<file path="config.mk">
export PLATFORM = sky130hd
export DESIGN_NAME = qrtc_top
export DESIGN_NICKNAME = d
export VERILOG_FILES = /design/src/include/qrtc_pkg.sv /design/src/rtl/qrtc_dir_detect.sv /design/src/rtl/qrtc_top.sv
export VERILOG_INCLUDE_DIRS = /design/src /design/src/include
export SDC_FILE = /design/constraint.sdc
export NUM_CORES = 2
export LEC_CHECK = 0
export BUFFER_PORTS_ARGS = -buffer_cell sky130_fd_sc_hd__clkbuf_2
export CAP_MARGIN = 10
export CORE_ASPECT_RATIO = 2
export CORE_MARGIN = 2
export CORE_UTILIZATION = 40
export CTS_BUF_LIST = sky130_fd_sc_hd__clkbuf_8 sky130_fd_sc_hd__clkbuf_16
export CTS_CLUSTER_DIAMETER = 150
export DETAILED_ROUTE_END_ITERATION = 6
export HOLD_SLACK_MARGIN = 0.06
export PLACE_DENSITY = 0.59
export SLEW_MARGIN = 20
export SYNTH_ARGS = -nofsm -noshare
export SYNTH_HDL_FRONTEND = slang
export SYNTH_SLANG_ARGS = --single-unit
</file>
<file path="constraint.sdc">
create_clock -name sys_clk -period 41.6 [get_ports sys_clk]
set_clock_uncertainty 0.1 [all_clocks]
set_input_delay 8.32 -clock sys_clk [delete_from_list [all_inputs] [get_ports sys_clk]]
set_output_delay 8.32 -clock sys_clk [all_outputs]
set_load 0.01 [all_outputs]
</file>
<file path="src/include/qrtc_cfg.svh">
/*
 Constants for the reversal torque compensation block: register offsets,
 field positions, reset values and scaling shifts. Assumes nothing else.
*/
`ifndef QRTC_CFG_SVH
`define QRTC_CFG_SVH
`define QRTC_OFS_FUNC1    8'h00
`define QRTC_OFS_FUNC5    8'h04
`define QRTC_OFS_AMTPOS   8'h08
`define QRTC_OFS_AMTNEG   8'h0C
`define QRTC_OFS_TOF      8'h10
`define QRTC_OFS_FRIC     8'h14
`define QRTC_OFS_DISP     8'h18
`define QRTC_OFS_TIMING   8'h1C
`define QRTC_OFS_VISC     8'h20
`define QRTC_OFS_SPRING   8'h24
`define QRTC_OFS_PATHG    8'h28
`define QRTC_OFS_CTRL     8'h2C
`define QRTC_OFS_STATUS   8'h30
`define QRTC_F1_METH_HI   9
`define QRTC_F1_METH_LO   8
`define QRTC_F1_LEGACY    2'h2
`define QRTC_F5_SPEED     1
`define QRTC_F5_FINE      2
`define QRTC_DISP_INERT   15
`define QRTC_CTRL_CCW     0
`define QRTC_RST_WORD     16'h0000
`define QRTC_RST_BYTE     8'h00
`define QRTC_AMT_OFF      16'hFFFF
`define QRTC_PCT_SCALE    34'sh64
`define QRTC_VIS_SHIFT    8
`define QRTC_SPR_SHIFT    12
`define QRTC_PATH_SHIFT   8
`define QRTC_SAT_MAX      34'sh7FFF
`define QRTC_SAT_MIN      -34'sh8000
`define QRTC_RESP_OKAY    2'h0
`define QRTC_RESP_SLVERR  2'h2
`endif

</file>
<file path="src/include/qrtc_pkg.sv">
/*
 Types of the reversal torque compensation block.
 Assumes qrtc_cfg.svh is on the include path.
*/
package qrtc_pkg;
   typedef enum logic [1:0] {METH_NONE, METH_LEGACY, METH_SPEED} qrtc_method_e;

   typedef struct packed {
      logic        lastNeg;
      logic        seen;
      logic        revPulse;
      logic        revToPos;
   } qrtc_dir_s;

   typedef struct packed {
      logic        awHeld, wHeld, awReady, wReady, bValid, arReady, rValid;
      logic [7:0]  awAddr;
      logic [31:0] wData;
      logic [3:0]  wStrb;
      logic [1:0]  bResp, rResp;
      logic [31:0] rData;
      logic [15:0] func1, func5, amtPos, amtNeg, torque_offset_abbr, disp, timing, visc, spring, pathGain;
      logic [7:0]  fric, collFric;
      logic        ccw;
      logic [15:0] compTorque;
      logic        compValid, pullUpEn, pullUpDir, inertiaEn;
      qrtc_method_e method;
   } qrtc_state_s;
endpackage

</file>
<file path="src/rtl/qrtc_dir_detect.sv">
/*
 Feed direction reversal detector for one axis.
 Assumes the commanded velocity comes from logic on sys_clk, sampled at ctlTick.
*/
`timescale 1ns/100ps
module qrtc_dir_detect
   import qrtc_pkg::*;
(
   input  wire logic        sys_clk,  // control clock
   input  wire logic        rst_b,    // sync reset, low
   input  wire logic        ctlTick,  // control cycle enable
   input  wire logic [15:0] velCmd,   // signed commanded velocity
   output logic             revPulse, // one-cycle reversal event
   output logic             revToPos  // new direction is positive
);
   qrtc_dir_s st_r, st_nxt;

   always_comb begin
      st_nxt = st_r;
      st_nxt.revPulse = 1'b0;
      // zero velocity keeps the last direction, so a stop is not a reversal
      if (ctlTick && velCmd != 16'h0000) begin
         st_nxt.seen    = 1'b1;
         st_nxt.lastNeg = velCmd[15];
         if (st_r.seen && st_r.lastNeg != velCmd[15]) begin
            st_nxt.revPulse = 1'b1;
            st_nxt.revToPos = ~velCmd[15];
         end
      end
   end

   always_ff @(posedge sys_clk) begin
      if (!rst_b)
         st_r <= '0;
      else
         st_r <= st_nxt;
   end

   assign revPulse = st_r.revPulse;
   assign revToPos = st_r.revToPos;

   chk_flip_pulse: assert property (@(posedge sys_clk) disable iff (!rst_b)
      ctlTick && st_r.seen && velCmd != 16'h0000 && velCmd[15] != st_r.lastNeg |=> revPulse)
      else $error("reversal not flagged");
endmodule

</file>
<file path="src/rtl/qrtc_top.sv">
/*
 Reversal (lost motion) torque compensation for one servo axis, with an
 AXI4-Lite register slave. Assumes velocity, following error and the
 control tick come from logic on sys_clk; outputs feed the current loop.
*/
// Chosen here: the AXI4-Lite slave port and the register addresses.
// Notes on behaviour
// - function word 1 bits 9:8 equal 10 select the legacy method
// - function word 5 bit 1 selects the speed-dependent method
// - negative amount zero: positive amount used for both directions
// - both nonzero: first amount positive, second negative, swappable
// - amount of -1 suppresses compensation for its direction
// - word 5 bit 2 set: amounts in 0.01 percent, up to 20000
// - torque offset sign gives pull-up direction, zero disables pull-up
// - torque offset is ignored under the speed-dependent method
// - path-tracking term acts only with the speed method, on following delay
// - CW/CCW setting swaps which amount applies at each quadrant point
// - inertia estimation needs offset, friction and display bit F set
// - friction torque is handed to collision detection
// - compensation is extra torque in stall units at direction reversal
// - speed method adds a spring term, zero disables it
// - word 5 bit 2 picks percent or 0.01 percent units
`timescale 1ns/100ps
`include "qrtc_cfg.svh"
module qrtc_top
   import qrtc_pkg::*;
(
   input  wire logic        sys_clk,       // 40 MHz control clock
   input  wire logic        rst_b,         // sync reset, low
   input  wire logic        ctlTick,       // control cycle enable
   input  wire logic [15:0] velCmd,        // signed commanded velocity
   input  wire logic [15:0] followErr,     // signed path following delay
   input  wire logic        s_axi_awvalid, // write address valid
   output logic             s_axi_awready, // write address ready
   input  wire logic [31:0] s_axi_awaddr,  // write address
   input  wire logic        s_axi_wvalid,  // write data valid
   output logic             s_axi_wready,  // write data ready
   input  wire logic [31:0] s_axi_wdata,   // write data
   input  wire logic [3:0]  s_axi_wstrb,   // byte enables
   output logic             s_axi_bvalid,  // write response valid
   input  wire logic        s_axi_bready,  // write response ready
   output logic [1:0]       s_axi_bresp,   // write response
   input  wire logic        s_axi_arvalid, // read address valid
   output logic             s_axi_arready, // read address ready
   input  wire logic [31:0] s_axi_araddr,  // read address
   output logic             s_axi_rvalid,  // read data valid
   input  wire logic        s_axi_rready,  // read data ready
   output logic [31:0]      s_axi_rdata,   // read data
   output logic [1:0]       s_axi_rresp,   // read response
   output logic [15:0]      compTorque,    // signed torque, 0.01 % stall
   output logic             compValid,     // pulse with new torque
   output logic             pullUpEn,      // vertical pull-up enabled
   output logic             pullUpDir,     // pull-up direction, 1 negative
   output logic             inertiaEn,     // inertia estimation run
   output logic [7:0]       collFric       // friction for collision detect
);
   qrtc_state_s st_r, st_nxt;
   logic               revPulse;
   logic               revToPos;
   logic               posSide;
   logic [15:0]        selAmt;
   logic [15:0]        absVel;
   logic [15:0]        absErr;
   logic [31:0]        viscP;
   logic [31:0]        sprP;
   logic [31:0]        pathP;
   logic signed [33:0] baseT;
   logic signed [33:0] magT;
   logic signed [33:0] rawT;
   logic signed [33:0] tofT;
   qrtc_method_e       methNow;

   qrtc_dir_detect uDir (
      .sys_clk  (sys_clk),
      .rst_b    (rst_b),
      .ctlTick  (ctlTick),
      .velCmd   (velCmd),
      .revPulse (revPulse),
      .revToPos (revToPos)
   );

   function automatic logic isMapped(input logic [7:0] a);
      isMapped = (a <= `QRTC_OFS_STATUS) && (a[1:0] == 2'h0);
   endfunction

   function automatic logic [15:0] merge16(input logic [15:0] old, input logic [31:0] d,
                                           input logic [3:0] s);
      merge16 = {s[1] ? d[15:8] : old[15:8], s[0] ? d[7:0] : old[7:0]};
   endfunction

   // speed method wins when both are selected, the legacy one is obsolete
   always_comb begin
      if (st_r.func5[`QRTC_F5_SPEED])
         methNow = METH_SPEED;
      else if (st_r.func1[`QRTC_F1_METH_HI:`QRTC_F1_METH_LO] == `QRTC_F1_LEGACY)
         methNow = METH_LEGACY;
      else
         methNow = METH_NONE;
   end

   assign posSide = revToPos ^ st_r.ccw;
   assign selAmt  = (posSide || st_r.amtNeg == `QRTC_RST_WORD) ? st_r.amtPos : st_r.amtNeg;
   assign absVel  = velCmd[15] ? 16'(-velCmd) : velCmd;
   assign absErr  = followErr[15] ? 16'(-followErr) : followErr;
   assign viscP   = st_r.visc * absVel;
   assign sprP    = st_r.spring * absVel;
   assign pathP   = st_r.pathGain * absErr;

   // amounts in whole percent are brought to 0.01 % so one datapath serves both
   assign baseT = st_r.func5[`QRTC_F5_FINE] ? 34'($signed(selAmt))
                                            : 34'($signed(selAmt)) * `QRTC_PCT_SCALE;
   assign tofT  = 34'($signed(st_r.torque_offset_abbr)) * `QRTC_PCT_SCALE;

   always_comb begin
      magT = baseT;
      if (methNow == METH_SPEED) begin
         magT = baseT + $signed({2'b00, viscP >> `QRTC_VIS_SHIFT})
                      + $signed({2'b00, sprP >> `QRTC_SPR_SHIFT});
         magT = magT + $signed({2'b00, pathP >> `QRTC_PATH_SHIFT});
      end
   end

   always_comb begin
      rawT = posSide ? magT : -magT;
      if (methNow == METH_LEGACY)
         rawT = rawT + tofT;
   end

   always_comb begin
      st_nxt = st_r;
      st_nxt.compValid = 1'b0;
      st_nxt.method    = methNow;

      // write channel: address and data taken independently
      if (s_axi_awvalid && st_r.awReady) begin
         st_nxt.awHeld = 1'b1;
         st_nxt.awAddr = s_axi_awaddr[7:0];
      end
      if (s_axi_wvalid && st_r.wReady) begin
         st_nxt.wHeld = 1'b1;
         st_nxt.wData = s_axi_wdata;
         st_nxt.wStrb = s_axi_wstrb;
      end
      if (s_axi_bvalid && s_axi_bready)
         st_nxt.bValid = 1'b0;
      if (st_r.awHeld && st_r.wHeld && !st_r.bValid) begin
         st_nxt.awHeld = 1'b0;
         st_nxt.wHeld  = 1'b0;
         st_nxt.bValid = 1'b1;
         st_nxt.bResp  = isMapped(st_r.awAddr) ? `QRTC_RESP_OKAY : `QRTC_RESP_SLVERR;
         case (st_r.awAddr)
            `QRTC_OFS_FUNC1:  st_nxt.func1    = merge16(st_r.func1, st_r.wData, st_r.wStrb);
            `QRTC_OFS_FUNC5:  st_nxt.func5    = merge16(st_r.func5, st_r.wData, st_r.wStrb);
            `QRTC_OFS_AMTPOS: st_nxt.amtPos   = merge16(st_r.amtPos, st_r.wData, st_r.wStrb);
            `QRTC_OFS_AMTNEG: st_nxt.amtNeg   = merge16(st_r.amtNeg, st_r.wData, st_r.wStrb);
            `QRTC_OFS_TOF:    st_nxt.torque_offset_abbr      = merge16(st_r.torque_offset_abbr, st_r.wData, st_r.wStrb);
            `QRTC_OFS_DISP:   st_nxt.disp     = merge16(st_r.disp, st_r.wData, st_r.wStrb);
            `QRTC_OFS_TIMING: st_nxt.timing   = merge16(st_r.timing, st_r.wData, st_r.wStrb);
            `QRTC_OFS_VISC:   st_nxt.visc     = merge16(st_r.visc, st_r.wData, st_r.wStrb);
            `QRTC_OFS_SPRING: st_nxt.spring   = merge16(st_r.spring, st_r.wData, st_r.wStrb);
            `QRTC_OFS_PATHG:  st_nxt.pathGain = merge16(st_r.pathGain, st_r.wData, st_r.wStrb);
            `QRTC_OFS_FRIC: begin
               if (st_r.wStrb[0])
                  st_nxt.fric = st_r.wData[7:0];
            end
            `QRTC_OFS_CTRL: begin
               if (st_r.wStrb[0])
                  st_nxt.ccw = st_r.wData[`QRTC_CTRL_CCW];
            end
            default: ;
         endcase
      end
      st_nxt.awReady = !st_nxt.awHeld && !st_nxt.bValid;
      st_nxt.wReady  = !st_nxt.wHeld && !st_nxt.bValid;

      // read channel: one cycle from address to data
      if (s_axi_rvalid && s_axi_rready)
         st_nxt.rValid = 1'b0;
      if (s_axi_arvalid && st_r.arReady) begin
         st_nxt.rValid = 1'b1;
         st_nxt.rResp  = isMapped(s_axi_araddr[7:0]) && s_axi_araddr[31:8] == 24'h000000
                         ? `QRTC_RESP_OKAY : `QRTC_RESP_SLVERR;
         case (s_axi_araddr[7:0])
            `QRTC_OFS_FUNC1:  st_nxt.rData = {16'h0000, st_r.func1};
            `QRTC_OFS_FUNC5:  st_nxt.rData = {16'h0000, st_r.func5};
            `QRTC_OFS_AMTPOS: st_nxt.rData = {16'h0000, st_r.amtPos};
            `QRTC_OFS_AMTNEG: st_nxt.rData = {16'h0000, st_r.amtNeg};
            `QRTC_OFS_TOF:    st_nxt.rData = {16'h0000, st_r.torque_offset_abbr};
            `QRTC_OFS_FRIC:   st_nxt.rData = {24'h000000, st_r.fric};
            `QRTC_OFS_DISP:   st_nxt.rData = {16'h0000, st_r.disp};
            `QRTC_OFS_TIMING: st_nxt.rData = {16'h0000, st_r.timing};
            `QRTC_OFS_VISC:   st_nxt.rData = {16'h0000, st_r.visc};
            `QRTC_OFS_SPRING: st_nxt.rData = {16'h0000, st_r.spring};
            `QRTC_OFS_PATHG:  st_nxt.rData = {16'h0000, st_r.pathGain};
            `QRTC_OFS_CTRL:   st_nxt.rData = {31'h00000000, st_r.ccw};
            `QRTC_OFS_STATUS: st_nxt.rData = {12'h000, st_r.inertiaEn, st_r.pullUpEn,
                                              st_r.method, st_r.compTorque};
            default:          st_nxt.rData = 32'h00000000;
         endcase
      end
      st_nxt.arReady = !st_nxt.rValid;

      // torque fires only on a reversal with a method selected
      if (revPulse && methNow != METH_NONE && selAmt != `QRTC_AMT_OFF) begin
         st_nxt.compValid = 1'b1;
         if (rawT > `QRTC_SAT_MAX)
            st_nxt.compTorque = 16'h7FFF;
         else if (rawT < `QRTC_SAT_MIN)
            st_nxt.compTorque = 16'h8000;
         else
            st_nxt.compTorque = rawT[15:0];
      end

      st_nxt.pullUpEn  = st_r.torque_offset_abbr != `QRTC_RST_WORD;
      st_nxt.pullUpDir = st_r.torque_offset_abbr[15];
      st_nxt.inertiaEn = st_r.torque_offset_abbr != `QRTC_RST_WORD && st_r.fric != `QRTC_RST_BYTE
                         && st_r.disp[`QRTC_DISP_INERT];
      st_nxt.collFric  = st_r.fric;
   end

   always_ff @(posedge sys_clk) begin
      if (!rst_b)
         st_r <= '0;
      else
         st_r <= st_nxt;
   end

   assign s_axi_awready = st_r.awReady;
   assign s_axi_wready  = st_r.wReady;
   assign s_axi_bvalid  = st_r.bValid;
   assign s_axi_bresp   = st_r.bResp;
   assign s_axi_arready = st_r.arReady;
   assign s_axi_rvalid  = st_r.rValid;
   assign s_axi_rdata   = st_r.rData;
   assign s_axi_rresp   = st_r.rResp;
   assign compTorque    = st_r.compTorque;
   assign compValid     = st_r.compValid;
   assign pullUpEn      = st_r.pullUpEn;
   assign pullUpDir     = st_r.pullUpDir;
   assign inertiaEn     = st_r.inertiaEn;
   assign collFric      = st_r.collFric;

   chk_suppress_off: assert property (@(posedge sys_clk) disable iff (!rst_b)
      revPulse && selAmt == `QRTC_AMT_OFF |=> !compValid)
      else $error("suppressed direction compensated");

   chk_no_method: assert property (@(posedge sys_clk) disable iff (!rst_b)
      revPulse && !st_r.func5[`QRTC_F5_SPEED] && st_r.func1[9:8] != 2'h2 |=> !compValid)
      else $error("compensation without method");

   chk_legacy_fires: assert property (@(posedge sys_clk) disable iff (!rst_b)
      revPulse && st_r.func1[9:8] == 2'h2 && selAmt != 16'hFFFF |=> compValid)
      else $error("legacy method did not fire");

   chk_neg_zero: assert property (@(posedge sys_clk) disable iff (!rst_b)
      st_r.amtNeg == 16'h0000 |-> selAmt == st_r.amtPos)
      else $error("zero negative amount not replaced");

   chk_dir_sign: assert property (@(posedge sys_clk) disable iff (!rst_b)
      revPulse && methNow == METH_SPEED && selAmt != 16'hFFFF && !selAmt[15] && selAmt != 16'h0000
      |=> compValid && compTorque[15] == !$past(posSide))
      else $error("torque sign wrong");

   chk_fine_unit: assert property (@(posedge sys_clk) disable iff (!rst_b)
      revPulse && methNow == METH_LEGACY && posSide && st_r.func5[2] && st_r.torque_offset_abbr == 16'h0000
      && selAmt < 16'h4E21 |=> compTorque == $past(selAmt))
      else $error("fine unit scaled");

   chk_tof_ignored: assert property (@(posedge sys_clk) disable iff (!rst_b)
      revPulse && methNow == METH_SPEED
      |-> rawT == (posSide ? magT : -magT))
      else $error("offset leaked into speed method");

   chk_pullup_track: assert property (@(posedge sys_clk) disable iff (!rst_b)
      ##1 pullUpEn == ($past(st_r.torque_offset_abbr) != 16'h0000) && pullUpDir == $past(st_r.torque_offset_abbr[15]))
      else $error("pull-up does not follow offset");

   chk_inertia_gate: assert property (@(posedge sys_clk) disable iff (!rst_b)
      inertiaEn |-> $past(st_r.fric) != 8'h00 && $past(st_r.disp[15]) && $past(st_r.torque_offset_abbr) != 16'h0000)
      else $error("inertia estimate without settings");

   chk_bresp_both: assert property (@(posedge sys_clk) disable iff (!rst_b)
      $rose(s_axi_bvalid) |-> $past(st_r.awHeld) && $past(st_r.wHeld))
      else $error("write answered early");
endmodule

</file>
==> flow_summary_export.csv <==
group,metric,value,unit
clock_tree,clkSlewWorstSetupHoldPaths,60,ps
worst_hold_path,worstHoldStart,"s_axi_rdata[19]",
logic_synthesis,synth_flop_cell,"dfxtp_1",
timing,post-route-period-util,0.616,
logic_synthesis,synth-xor-area-share,0.0349,
logic_synthesis,seq_area_frac_synth,0.114,
placed_design,dp_hpwl,115000,µm
final_layout,antenna_cells,0,
placed_design,port_buffers,152,
timing,fin_hold_ws,350,ps
global_routing,gr-total-overflow,0,
final_layout,area_growth,6.89,%
routing,ant_nets,0,
die,dieArea,0.116,mm²
logic_synthesis,synth-seq-cells,258,
clock_tree,cts.hold.buffers_added,0,
placed_design,gp_congestion,0.903,
logic_synthesis,syn_area_per_cell,8.51,µm²
clock_tree,cts_made_buffers,27,
run_status,outcome,"finished, final reports clean",
timing,slew_headroom,0.209,
critical_path,worst-path-max-fanout,32,
critical_path,slowest_delay,960,ps
final_layout,layout.nets,6583,
critical_path,startpoint,"velCmd[0]",
timing,maxSlewViolCount,0,
run,cap_violations,0,
die,die_x,242,µm
placed_design,dpl_worst_slack,15190,ps
logic_synthesis,syn-instance-count,5335,
critical_path,cp-end-kind,"register",
logic_synthesis,syn_area,0.0454,mm²
timing,worst_pin_slew,1190,ps
clock_tree,cts_root_buffer,"clkbuf_16",
logic_synthesis,yosysUniqueCellTypes,108,
critical_path,crit_top_cell,"fa_1",
die,initial_core_util,0.403,
global_routing,grt_max_degree,184,
routing,routed_wl,144000,µm
critical_path,critPathKind,"in -> reg",
final_layout,fin_cells,6832,
logic_synthesis,muxShareOfSynthArea,0.0409,
logic_synthesis,synth_edf_count,0,
global_routing,antenna_found_initial,1,
routing,drt_first_pass_iters,6,
critical_path,arrival,25970,ps
critical_path,ff2ff_setup_slack,24940,ps
logic_synthesis,synth_fa_ha_area_frac,0.418,
timing,setup_slack,15980,ps
global_routing,grt_pass1_wl,222000,µm
power_and_ir_drop,p_per_area,11.8,mW/mm²
die,fp.coreArea,0.113,mm²
die,num_rows,174,
routing,route.detailed.drc,0,
critical_path,r2r_start,"st_r[62]",
clock_tree,htree_levels,1,
routing,drt_iter0_drc,2124,
logic_synthesis,ys_async_sr_fraction,0,
clock_tree,cts_resized,0,
placed_design,post-place-cells,6782,
clock_tree,clkLatencyLatePin,550,ps
power_and_ir_drop,p_leak,25.1,nW
clock_tree,cts_setup_buffers,0,
die,die_h,480,µm
timing,rsz0062_at_grt,"no",
critical_path,critPathRequiredTime,41950,ps
routing,wl_per_cell,21.1,µm
timing,tns,0,ps
timing,fin_crit,25620,ps
clock_tree,ctsLongestPathBuffers,3,
routing,vias,37400,
worst_hold_path,hold_path.class,"reg -> reg",
timing,hold_violations,0,
clock_tree,cts.sinks,258,
critical_path,cp-start-kind,"input port",
logic_synthesis,synth_top_family_by_area,"adder cells",
logic_synthesis,yosys_warnings,0,
logic_synthesis,yosys.area_share.simple,0.184,
routing,via_per_inst,5.47,
timing,fmax,39.0,MHz
final_layout,layout-drive-gt1-share,0.0712,
power_and_ir_drop,peakVddDrop,0.0000245,V
clock_tree,cts_tree,"done",
critical_path,crit_path_top_delay_cell,"a2111oi_0",
logic_synthesis,synth_compound_area_frac,0.105,
global_routing,grt_pass1_vias,39300,
global_routing,track_usage,0.247,
die,io_pins,209,
timing,setup_violations,0,
## cells in the mapped netlist (all sizes together), types with 14 or more instances
master  instances  area (µm²)
inv           870        3270
nand2         666        2500
fa            652       13100
ha            475        5940
and2          364        2280
nor2          348        1310
dfxtp         258        5160
clkbuf        218         818
a21oi         180         905
mux2i         175        1760
xnor2         130        1150
o21ai         119         596
buf            83         561
nand3          72         365
nor3           60         338
xor2           49         429
a211oi         45         373
a21o           40         300
a22oi          37         283
a31oi          31         209
nand2b         29         181
and3           28         175
nor4           26         209
nor2b          25         156
a22o           23         201
a221oi         22         216
a222oi         22         220
o21a           22         165
or3            21         131
nor3b          17         133
nand4          16         121
and4           15         131
o31ai          15         113
o21bai         14         105
## placed cells by master (no fill, tap or decap), types with 15 or more instances in the layout
master | netlist | final
a22oi_1 | 36 | 36
dfxtp_1 | 258 | 257
o21ai_0 | 107 | 107
clkbuf_16 | 0 | 27
xor2_1 | 49 | 47
nor2_1 | 347 | 346
mux2i_1 | 174 | 174
a221oi_1 | 20 | 20
a21oi_1 | 179 | 179
and3_1 | 28 | 28
a211oi_1 | 38 | 38
a22o_1 | 23 | 23
and2_1 | 363 | 363
a21o_1 | 40 | 40
o31ai_1 | 15 | 15
or3_1 | 21 | 21
fa_1 | 652 | 652
xnor2_2 | 2 | 16
inv_1 | 866 | 868
nor3b_1 | 16 | 16
nand3_1 | 71 | 71
a222oi_1 | 22 | 22
a31oi_1 | 30 | 30
buf_4 | 61 | 87
o21a_1 | 22 | 22
nor2b_1 | 25 | 25
nor3_1 | 55 | 55
nor4_1 | 20 | 18
nand2b_1 | 29 | 29
nand2_1 | 666 | 666
clkbuf_2 | 0 | 152
ha_1 | 475 | 475
xnor2_1 | 128 | 112
## path summary, 6_finish.rpt
check | end | depth (start not counted)
max | compTorque[1] | 55
min | s_axi_rdata[19] | 2
max reg2reg | compTorque[1] | 50
min reg2reg | s_axi_rdata[19] | 2
## where the power goes
group          internal, W  switching [W]
sequential        0.000249     0.00000507
combinational    0.0000141      0.0000472
clock             0.000152       0.000105
## flip-flops by register name, summed over array words and instances (netlist names), 2 cells and up
signal	flops
st_r	190
uDir.st_r	2
collFric	8
st_nxt	9
compTorque	16
s_axi_rdata	20
## metal layers
layer  track usage  part of all wire  up-vias
met1         0.250              0.34    18900
met2         0.479              0.54     1064
met4         0.172             0.083        2
li1              -                 -    17000
met3        0.0152             0.037      382
met5             0          0.000076        -
## stage by stage
stage	cell area, µm²	power (W)	utilization
2_1_floorplan	45400	0.000288	-
3_3_place_gp	47600	0.000319	0.422
3_5_place_dp	47600	0.000320	0.422
4_1_cts	48500	0.000573	0.431
5_1_grt	48500	0.000588	0.431
6_report	48500	0.000572	0.431
## critical path: cells and delay by family
kind                     cells  cell delay [ps]
XOR/XNOR                     4             1230
AO/OA/AOI/OAI               23             7970
adder cells (fa/ha/maj)     12             5200
multiplexers                 2              780
AND/OR/NAND/NOR              8             1450
buffers and inverters        6              980
## layout make-up
class	count	area, µm²
timing repair buffer	240	1430
clock buffer	32	744
inverter	872	3280
sequential	258	5170
clock inverter	17	198
fill	11400	64000
multi-input combinational	3917	35800
tap	1496	1870
## kinds of logic (layout without fill, tap and decap cells)
logic type / after synthesis / count (layout)
simple gates: 1729 / 1729
buf+inv: 1173 / 1161
fa+ha+maj: 1127 / 1127
compound gates: 685 / 685
flops: 258 / 258
mux: 183 / 183
xor+xnor: 179 / 179
other cells: 1 / 14
Note: power is estimated with default switching activity, not from simulation.
